File: config.mk
export PLATFORM = sky130hd
export DESIGN_NAME = dcc_top
export DESIGN_NICKNAME = d
export VERILOG_FILES = /design/src/shared/dcc_pkg.sv /design/src/logic/dcc_sync.sv /design/src/logic/dcc_edge.sv /design/src/logic/dcc_top.sv
export SDC_FILE = /design/constraint.sdc
export NUM_CORES = 1
export LEC_CHECK = 0
export ABC_AREA = 1
export BUFFER_PORTS_ARGS = -buffer_cell sky130_fd_sc_hd__clkbuf_2
export CAP_MARGIN = 20
export CORE_ASPECT_RATIO = 2
export CORE_MARGIN = 3
export CORE_UTILIZATION = 34
export DETAILED_ROUTE_END_ITERATION = 7
export SYNTH_ARGS = -nofsm -noshare
export SYNTH_HDL_FRONTEND = slang
export SYNTH_SLANG_ARGS = --single-unit
File: constraint.sdc
create_clock -name CLOCK -period 0.95 [get_ports CLOCK]
set_input_delay 0.095 -clock CLOCK [delete_from_list [all_inputs] [get_ports CLOCK]]
set_output_delay 0.095 -clock CLOCK [all_outputs]
set_load 0.03 [all_outputs]
File: src/shared/dcc_pkg.sv
/*
 Constants, field layouts and carrier types for the dual comparator
 control block. Assumes an 8-bit register port addressed by byte.
*/
package dcc_pkg;

   //**************************************************************
   // Register map
   //**************************************************************
   localparam int         DCC_NUM_CMP    = 2;
   localparam logic [7:0] DCC_CTRL0_ADDR = 8'h9B;
   localparam logic [7:0] DCC_MODE0_ADDR = 8'h9D;
   localparam logic [7:0] DCC_CTRL1_ADDR = 8'h9A;
   localparam logic [7:0] DCC_MODE1_ADDR = 8'h9C;

   //**************************************************************
   // Reset values
   //**************************************************************
   localparam logic [7:0] DCC_CTRL_RESET = 8'h00;
   localparam logic [7:0] DCC_MODE_RESET = 8'h02;
   localparam logic [7:0] DCC_IDLE_DATA  = 8'h00;

   //**************************************************************
   // Field positions
   //**************************************************************
   localparam int DCC_ENABLE_POS   = 7;
   localparam int DCC_OUT_POS      = 6;
   localparam int DCC_RISE_POS     = 5;
   localparam int DCC_FALL_POS     = 4;
   localparam int DCC_POS_HYST_POS = 2;
   localparam int DCC_NEG_HYST_POS = 0;
   localparam int DCC_RIE_POS      = 5;
   localparam int DCC_FIE_POS      = 4;
   localparam int DCC_RESP_POS     = 0;

   //**************************************************************
   // Encodings
   //**************************************************************
   typedef enum logic [1:0] {
      DCC_RESP_FAST = 2'b00,
      DCC_RESP_MID1 = 2'b01,
      DCC_RESP_MID2 = 2'b10,
      DCC_RESP_SLOW = 2'b11
   } dcc_resp_t;

   typedef enum logic [1:0] {
      DCC_HYST_OFF  = 2'b00,
      DCC_HYST_5MV  = 2'b01,
      DCC_HYST_10MV = 2'b10,
      DCC_HYST_20MV = 2'b11
   } dcc_hyst_t;

   //**************************************************************
   // Carriers
   //**************************************************************
   typedef struct packed {
      logic      cmp_enable_bit;
      logic      cmp_output_state;
      logic      cmp_rise_flag;
      logic      cmp_fall_flag;
      dcc_hyst_t cmp_pos_hyst_sel;
      dcc_hyst_t cmp_neg_hyst_sel;
   } dcc_ctrl_t;

   typedef struct packed {
      logic [1:0] unused_hi;
      logic       cmp_rise_irq_en;
      logic       cmp_fall_irq_en;
      logic [1:0] unused_mid;
      dcc_resp_t  cmp_response_sel;
   } dcc_mode_t;

   typedef struct packed {
      logic      power_on;
      dcc_resp_t response;
      dcc_hyst_t pos_hyst;
      dcc_hyst_t neg_hyst;
   } dcc_analog_cfg_t;

endpackage

File: src/logic/dcc_sync.sv
/*
 Two-stage synchroniser for one comparator level.
 Assumes the input is asynchronous to clk; only stage two is read.
*/
`timescale 1ns/1ps
module dcc_sync
   import dcc_pkg::*;
(
   // Clock and reset
   input  wire logic clk,
   input  wire logic rst_n,
   // Level
   input  wire logic async_in,
   output logic      sync_out
);

   logic stage_one;

   always_ff @(posedge clk)
   begin
      if (!rst_n)
      begin
         stage_one <= 1'b0;
         sync_out  <= 1'b0;
      end
      else
      begin
         stage_one <= async_in;
         sync_out  <= stage_one;
      end
   end

endmodule // dcc_sync

File: src/logic/dcc_edge.sv
/*
 Edge detector and sticky rise/fall flags for one comparator.
 Assumes a synchronised level and one-cycle software write strobes.
*/
`timescale 1ns/1ps
module dcc_edge
   import dcc_pkg::*;
(
   // Clock and reset
   input  wire logic clk,
   input  wire logic rst_n,
   // Comparator
   input  wire logic enable,
   input  wire logic level,
   // Software write of the flags
   input  wire logic sw_write,
   input  wire logic sw_rise,
   input  wire logic sw_fall,
   // Flags
   output logic      rise_flag,
   output logic      fall_flag
);

   logic level_prev;
   logic rise_seen;
   logic fall_seen;
   logic next_rise_flag;
   logic next_fall_flag;

   // No edges reported while the comparator is off
   assign rise_seen = enable &  level & ~level_prev;
   assign fall_seen = enable & ~level &  level_prev;

   // Hardware set wins over a software write in the same cycle
   assign next_rise_flag = rise_seen | (sw_write ? sw_rise : rise_flag);
   assign next_fall_flag = fall_seen | (sw_write ? sw_fall : fall_flag);

   always_ff @(posedge clk)
   begin
      if (!rst_n)
      begin
         level_prev <= 1'b0;
         rise_flag  <= 1'b0;
         fall_flag  <= 1'b0;
      end
      else
      begin
         level_prev <= level;
         rise_flag  <= next_rise_flag;
         fall_flag  <= next_fall_flag;
      end
   end

endmodule // dcc_edge

File: src/logic/dcc_top.sv
/*
 Control and status logic for two analog comparators: register port,
 analog configuration, latched and raw outputs, edge flags and requests.
 Assumes the analog core delivers each comparator result as a level
 that is asynchronous to CLOCK, and a register master on CLOCK.
*/
// Our own choices: the strobed register port and the placing of the registers.
// What this block does
// - Two identical comparators; only first feeds reset
// - Latched and raw output per comparator
// - Raw output works without system clock
// - Output polled, interrupt source, pin-routable together
// - Disabled: outputs low, analog power off
// - Mode field selects response time and power
// - Mode 00 fastest, 11 slowest lowest power
// - Low four control bits set hysteresis
// - Positive hysteresis field independent of negative
// - Hysteresis 00 off,01 5,10 10,11 20 mV
// - Interrupts on rising and falling transitions
// - Falling transition sets falling-edge flag
// - Rising transition sets rising-edge flag
// - Flags stay set until software clears
// - Rising request passes only when enabled
// - Falling request passes only when enabled
// - Output state bit reads level, no side effect
// - State bit one when positive input higher
// - Enable bit one on, zero off
`timescale 1ns/1ps
module dcc_top
   import dcc_pkg::*;
(
   // Clock and reset
   input  wire logic             CLOCK,
   input  wire logic             RESET_N,
   // Register port
   input  wire logic [7:0]       REG_ADDR,
   input  wire logic [7:0]       REG_WDATA,
   input  wire logic             REG_WR,
   input  wire logic             REG_RD,
   output logic      [7:0]       REG_RDATA,
   // Analog core results
   input  wire logic             CMP0_ANALOG_IN,
   input  wire logic             CMP1_ANALOG_IN,
   // Analog core configuration
   output dcc_analog_cfg_t       CMP0_CFG,
   output dcc_analog_cfg_t       CMP1_CFG,
   // Crossbar outputs
   output logic                  CMP0_LATCHED_OUT,
   output logic                  CMP1_LATCHED_OUT,
   output logic                  CMP0_RAW_OUT,
   output logic                  CMP1_RAW_OUT,
   // Interrupt requests
   output logic                  CMP0_RISE_IRQ,
   output logic                  CMP0_FALL_IRQ,
   output logic                  CMP1_RISE_IRQ,
   output logic                  CMP1_FALL_IRQ,
   // Reset source toward the reset controller
   output logic                  CMP0_RESET_REQ
);

   //**************************************************************
   // Register storage
   //**************************************************************
   dcc_ctrl_t       cmp_control_reg [DCC_NUM_CMP];
   dcc_mode_t       cmp_mode_reg    [DCC_NUM_CMP];
   dcc_analog_cfg_t cfg_q           [DCC_NUM_CMP];
   logic            analog_in       [DCC_NUM_CMP];
   logic            level_sync      [DCC_NUM_CMP];
   logic            level_gated     [DCC_NUM_CMP];
   logic            latched_q       [DCC_NUM_CMP];
   logic            rise_flag       [DCC_NUM_CMP];
   logic            fall_flag       [DCC_NUM_CMP];
   logic            rise_irq_q      [DCC_NUM_CMP];
   logic            fall_irq_q      [DCC_NUM_CMP];
   logic            wr_ctrl         [DCC_NUM_CMP];
   logic            wr_mode         [DCC_NUM_CMP];
   logic            reset_req_q;

   //**************************************************************
   // Address decode
   //**************************************************************
   wire logic hit_ctrl0;
   wire logic hit_ctrl1;
   wire logic hit_mode0;
   wire logic hit_mode1;
   wire logic hit_any;

   assign hit_ctrl0 = (REG_ADDR == DCC_CTRL0_ADDR);
   assign hit_ctrl1 = (REG_ADDR == DCC_CTRL1_ADDR);
   assign hit_mode0 = (REG_ADDR == DCC_MODE0_ADDR);
   assign hit_mode1 = (REG_ADDR == DCC_MODE1_ADDR);
   assign hit_any   = hit_ctrl0 | hit_ctrl1 | hit_mode0 | hit_mode1;

   assign wr_ctrl[0] = REG_WR & hit_ctrl0;
   assign wr_ctrl[1] = REG_WR & hit_ctrl1;
   assign wr_mode[0] = REG_WR & hit_mode0;
   assign wr_mode[1] = REG_WR & hit_mode1;

   assign analog_in[0] = CMP0_ANALOG_IN;
   assign analog_in[1] = CMP1_ANALOG_IN;

   //**************************************************************
   // Per-comparator logic, identical for both
   //**************************************************************
   for (genvar i = 0; i < DCC_NUM_CMP; i++)
   begin : g_cmp
      dcc_ctrl_t       wr_ctrl_val;
      dcc_mode_t       wr_mode_val;
      dcc_ctrl_t       next_ctrl;
      dcc_mode_t       next_mode;
      dcc_analog_cfg_t next_cfg;
      logic            enabled;

      assign wr_ctrl_val = dcc_ctrl_t'(REG_WDATA);
      assign wr_mode_val = dcc_mode_t'(REG_WDATA);
      assign enabled     = cmp_control_reg[i].cmp_enable_bit;

      // Result synchronised here for every use except the raw outputs
      dcc_sync u_sync
      (
         .clk      (CLOCK),
         .rst_n    (RESET_N),
         .async_in (analog_in[i]),
         .sync_out (level_sync[i])
      );

      // Analog core is off while disabled, so its level means nothing
      assign level_gated[i] = level_sync[i] & enabled;

      dcc_edge u_edge
      (
         .clk       (CLOCK),
         .rst_n     (RESET_N),
         .enable    (enabled),
         .level     (level_sync[i]),
         .sw_write  (wr_ctrl[i]),
         .sw_rise   (wr_ctrl_val.cmp_rise_flag),
         .sw_fall   (wr_ctrl_val.cmp_fall_flag),
         .rise_flag (rise_flag[i]),
         .fall_flag (fall_flag[i])
      );

      // Control register: state bit is read-only, flags live in u_edge
      always_comb
      begin
         next_ctrl = cmp_control_reg[i];
         if (wr_ctrl[i])
         begin
            next_ctrl.cmp_enable_bit   = wr_ctrl_val.cmp_enable_bit;
            next_ctrl.cmp_pos_hyst_sel = wr_ctrl_val.cmp_pos_hyst_sel;
            next_ctrl.cmp_neg_hyst_sel = wr_ctrl_val.cmp_neg_hyst_sel;
         end
         next_ctrl.cmp_output_state = 1'b0;
         next_ctrl.cmp_rise_flag    = 1'b0;
         next_ctrl.cmp_fall_flag    = 1'b0;
      end

      // Mode register: unused bits never store
      always_comb
      begin
         next_mode = cmp_mode_reg[i];
         if (wr_mode[i])
         begin
            next_mode.cmp_rise_irq_en  = wr_mode_val.cmp_rise_irq_en;
            next_mode.cmp_fall_irq_en  = wr_mode_val.cmp_fall_irq_en;
            next_mode.cmp_response_sel = wr_mode_val.cmp_response_sel;
         end
         next_mode.unused_hi  = 2'h0;
         next_mode.unused_mid = 2'h0;
      end

      // Configuration for the analog core, encodings passed unchanged
      assign next_cfg.power_on = next_ctrl.cmp_enable_bit;
      assign next_cfg.response = next_mode.cmp_response_sel;
      assign next_cfg.pos_hyst = next_ctrl.cmp_pos_hyst_sel;
      assign next_cfg.neg_hyst = next_ctrl.cmp_neg_hyst_sel;

      // Control register
      always_ff @(posedge CLOCK)
      begin
         if (!RESET_N)
         begin
            cmp_control_reg[i] <= dcc_ctrl_t'(DCC_CTRL_RESET);
         end
         else
         begin
            cmp_control_reg[i] <= next_ctrl;
         end
      end

      // Mode register
      always_ff @(posedge CLOCK)
      begin
         if (!RESET_N)
         begin
            cmp_mode_reg[i] <= dcc_mode_t'(DCC_MODE_RESET);
         end
         else
         begin
            cmp_mode_reg[i] <= next_mode;
         end
      end

      // Taken from the next register value, so the analog core
      // and the register never disagree for a cycle
      always_ff @(posedge CLOCK)
      begin
         if (!RESET_N)
         begin
            cfg_q[i] <= dcc_analog_cfg_t'({1'b0, DCC_MODE_RESET[1:0], DCC_CTRL_RESET[3:0]});
         end
         else
         begin
            cfg_q[i] <= next_cfg;
         end
      end

      // Latched crossbar output
      always_ff @(posedge CLOCK)
      begin
         if (!RESET_N)
         begin
            latched_q[i] <= 1'b0;
         end
         else
         begin
            latched_q[i] <= level_gated[i];
         end
      end
   end

   //**************************************************************
   // Interrupt requests
   //**************************************************************
   for (genvar k = 0; k < DCC_NUM_CMP; k++)
   begin : g_irq
      // Registered, so a mask write never glitches the request line
      always_ff @(posedge CLOCK)
      begin
         if (!RESET_N)
         begin
            rise_irq_q[k] <= 1'b0;
            fall_irq_q[k] <= 1'b0;
         end
         else
         begin
            rise_irq_q[k] <= rise_flag[k] & cmp_mode_reg[k].cmp_rise_irq_en;
            fall_irq_q[k] <= fall_flag[k] & cmp_mode_reg[k].cmp_fall_irq_en;
         end
      end
   end

   //**************************************************************
   // Reset source, first comparator only
   //**************************************************************
   // Asks for reset while comparator 0 is on and its positive input is low
   always_ff @(posedge CLOCK)
   begin
      if (!RESET_N)
      begin
         reset_req_q <= 1'b0;
      end
      else
      begin
         reset_req_q <= cmp_control_reg[0].cmp_enable_bit & ~level_sync[0];
      end
   end

   //**************************************************************
   // Read path
   //**************************************************************
   wire logic [7:0] ctrl_view [DCC_NUM_CMP];
   wire logic [7:0] mode_view [DCC_NUM_CMP];
   logic      [7:0] read_mux;

   for (genvar j = 0; j < DCC_NUM_CMP; j++)
   begin : g_view
      // Reading has no effect on any state
      assign ctrl_view[j] = {cmp_control_reg[j].cmp_enable_bit,
                             level_gated[j],
                             rise_flag[j],
                             fall_flag[j],
                             cmp_control_reg[j].cmp_pos_hyst_sel,
                             cmp_control_reg[j].cmp_neg_hyst_sel};
      assign mode_view[j] = cmp_mode_reg[j];
   end

   always_comb
   begin
      if (hit_ctrl0)
      begin
         read_mux = ctrl_view[0];
      end
      else if (hit_ctrl1)
      begin
         read_mux = ctrl_view[1];
      end
      else if (hit_mode0)
      begin
         read_mux = mode_view[0];
      end
      else if (hit_mode1)
      begin
         read_mux = mode_view[1];
      end
      else
      begin
         read_mux = DCC_IDLE_DATA;
      end
   end

   // Data stands only in the cycle after the read strobe
   always_ff @(posedge CLOCK)
   begin
      if (!RESET_N)
      begin
         REG_RDATA <= DCC_IDLE_DATA;
      end
      else
      begin
         REG_RDATA <= (REG_RD & hit_any) ? read_mux : DCC_IDLE_DATA;
      end
   end

   //**************************************************************
   // Outputs
   //**************************************************************
   assign CMP0_CFG         = cfg_q[0];
   assign CMP1_CFG         = cfg_q[1];
   assign CMP0_LATCHED_OUT = latched_q[0];
   assign CMP1_LATCHED_OUT = latched_q[1];
   assign CMP0_RISE_IRQ    = rise_irq_q[0];
   assign CMP0_FALL_IRQ    = fall_irq_q[0];
   assign CMP1_RISE_IRQ    = rise_irq_q[1];
   assign CMP1_FALL_IRQ    = fall_irq_q[1];
   assign CMP0_RESET_REQ   = reset_req_q;

   //**************************************************************
   // Raw outputs
   //**************************************************************
   // Raw path bypasses every flop so it keeps working with CLOCK stopped;
   // the held enable flop forces it low while the comparator is off
   assign CMP0_RAW_OUT = CMP0_ANALOG_IN & cfg_q[0].power_on;
   assign CMP1_RAW_OUT = CMP1_ANALOG_IN & cfg_q[1].power_on;

endmodule // dcc_top

==> key figures <==
Run status
  • Outcome: finished, violations left
  • Failing checks: negative setup slack

Yosys
  • Yosys Warn Count: 0
  • Gate count of the mapped netlist: 257
  • #FFs+latches synth: between 40 and 50
  • Mapped Nets: approximately 280
  • Mapped Area: 0.00186 sq mm
  • Syn_area_per_cell: between 7 and 8 sq um
  • Register area share after synthesis: a little under half
  • Distinct cells, synth: 24

Finish
  • N_diodes: 0
  • Layout cell share with drive strength beyond 1: roughly 36%
  • Largest register FFs: 14
  • Fin cells: ~380
  • Final net count: between 300 and 400
  • Area growth syn-to-layout: 36.3%

Floorplan
  • Die area: approximately 0.0064 sq mm
  • Initial Utilization: approximately 36%
  • Die Wd: just under 60 um
  • Core Region: ~0.0052 sq mm
  • Die height: between 100 and 150 um
  • IO Pins: 53
  • Row cnt: 37

Critical path
  • Crit path buf inv count: 3
  • Slowest-stage cell, CP: dfxtp_2
  • Worst Path Required: roughly 850 ps
  • Critical Path Max Stage Delay: ~340 ps
  • Worst setup SP type: flop
  • Crit path max fanout: 2
  • Critical Path AT: about 960 ps
  • Setup crit end kind: primary output
  • CP top delay family: flip-flops
  • Critical path cell sequence: buf_6 -> nand2_2 -> inv_2 -> buf_8
  • Crit path kind: flop to primary output

CTS
  • Clock Pin Slew Worst Setup and Hold Paths: about 80 ps
  • Clock Latency Late Sink: about 300 ps
  • Num CTS Buffers: 5
  • Clk buf depth: 2
  • CTS Sinks: 43
  • H-Tree Depth: 2
  • Root Buffer: clkbuf_8
  • TritonCTS clock tree: yes

STA
  • Fin crit share: 111%
  • Hold Worst Slack: about 14 ps
  • Final setup margin: -103 ps
  • Layout Skew: roughly 6.6 ps
  • Rel. slew slack: about four fifths
  • Fmax: about 950 MHz
  • Slew Viols, Final: 0
  • Min Tclk post-route: 1050 ps
  • Finish-stage setup viols: 5
  • Setup TNS: -293 ps
  • Fin. Hold Viols: 0
  • Slew of the pin with the lowest slew margin: 286 ps
  • RSZ-0062 raised after global routing: yes

Detailed routing
  • Pre-Repair DR Iteration Count: 4
  • DRT antenna net count: 0
  • Iter 0 DRT Violations: 31
  • Vias per cell: approximately 4.8
  • Total wire length: around 4.9 mm
  • DR DRC count: 0
  • DR vias: 1827
  • DR WL/cell: around 13 um

Power and ir drop
  • Pwr per Cell Area: about 1200 mW/mm^2
  • Worst vdd ir: 0.000844 V
  • Static Leak: between 0.001 and 0.0015 uW

Placement
  • Routability Congestion: between 0.8 and 0.9
  • PortBufs: roughly 50
  • Placed Cells: between 300 and 400
  • Hpwl dp: ~3.8 mm
  • Place WS: -253 ps

Global route
  • Antenna violations before repair: 0
  • First-pass GRT wire length: roughly 8 mm
  • Largest net degree at the start of global routing: 19
  • Total grt overflow: 0
  • Total Routing Usage GR: 16.2%
  • Vias in the first global route: around 1800

Worst hold path
  • Hold WC Path Type: input port to flop

Flow run
  • Max-cap viol count: 0
-- layout make-up --
class | instances | area (sq um)
clock buffer | 6 | 72.6
timing repair buffer | 75 | 578
clock inverter | 2 | 12.5
tap | 58 | 72.6
inverter | 39 | 146
fill | 552 | 2700
sequential | 43 | 880
multi-input combinational | 161 | 774
-- per-stage QoR --
step | utilization [%] | total power (uW) | area (sq um)
floorplan | - | 1960 | 1860
global placement | 43.2 | 2060 | 2260
detailed placement | 43.2 | 2060 | 2260
CTS | 48.1 | 3200 | 2520
global route | 48.5 | 3280 | 2540
finish | 48.5 | 3170 | 2540
-- power breakdown --
part           switching [uW]  internal (uW)
Sequential               6.84           1810
Clock                     627            514
Combinational             130           80.6
Total                     764           2400
-- timing repair --
action,CTS,global route
pin swaps,0,1
setup buffers,2,1
setup endpoints to repair,18,23
hold buffers,1,0
hold endpoints to repair,1,0
resized for setup,45,14
-- layout by cell type (no fill, tap or decap), types with 7 or more instances in the layout --
cell	instances
nand3_1	27
buf_4	21
clkbuf_2	33
dfxtp_2	12
nand2_2	7
nand2_1	55
o21ai_0	7
inv_1	34
a21oi_1	16
nor2_1	28
clkbuf_8	15
dfxtp_1	30
-- worst reg2reg max path, cell delays in order (launching register included) --
cell and delay [ps]:
dfxtp_2 350, buf_4 120, nand2_1 50, or2_2 280, nand3_1 80, nand2_1 50, inv_1 50
-- cells in the mapped netlist --
library cell | number | area, sq um
a21oi_1 | 16 | 80.1
buf_1 | 1 | 3.75
buf_2 | 1 | 5.00
buf_4 | 8 | 60.1
buf_6 | 1 | 11.3
clkbuf_1 | 3 | 11.3
clkinv_1 | 1 | 3.75
dfxtp_1 | 43 | 861
inv_1 | 36 | 135
inv_2 | 2 | 7.51
nand2_1 | 57 | 214
nand2_2 | 5 | 31.3
nand3_1 | 27 | 135
nand3_2 | 3 | 30.0
nand4_1 | 5 | 31.3
nor2_1 | 29 | 109
nor2_2 | 1 | 6.26
nor2_4 | 2 | 22.5
nor2_8 | 1 | 20.0
nor3_1 | 3 | 15.0
o21ai_0 | 9 | 45.0
o21ai_1 | 1 | 5.00
o21bai_2 | 1 | 11.3
or2_2 | 1 | 6.26
-- routing by layer --
| metal | up-vias | wire (um) | GRT usage (%) |
|---|---|---|---|
| li1 | 930 | - | - |
| met1 | 830 | 1770 | 15.7 |
| met2 | 53 | 2760 | 30.5 |
| met3 | 14 | 220 | 2.46 |
| met4 | 0 | 184 | 8.82 |
| met5 | - | 0 | 0 |
-- cells by family after synthesis --
logic type,after synthesis,synth area share (%)
AO/OA/AOI/OAI,27,7.60
buffers and inverters,53,12.8
flip-flops,43,46.3
AND/OR/NAND/NOR,134,33.4
-- final timing paths --
kind	startpoint	to	slack [ps]	cells after the start
min	CMP0_ANALOG_IN	g_cmp[0].u_sync.stage_one$_SDFF_PN0_	10	3
max reg2reg	cfg_q[0][6]$_SDFFE_PN0P_	g_cmp[0].u_edge.rise_flag$_SDFF_PN0_	-70	6
min reg2reg	g_cmp[1].u_sync.stage_one$_SDFF_PN0_	g_cmp[1].u_sync.sync_out$_SDFF_PN0_	410	2
max	cfg_q[0][6]$_SDFFE_PN0P_	CMP0_RAW_OUT	-100	4
No activity file was read; power rests on OpenSTA's default activity.
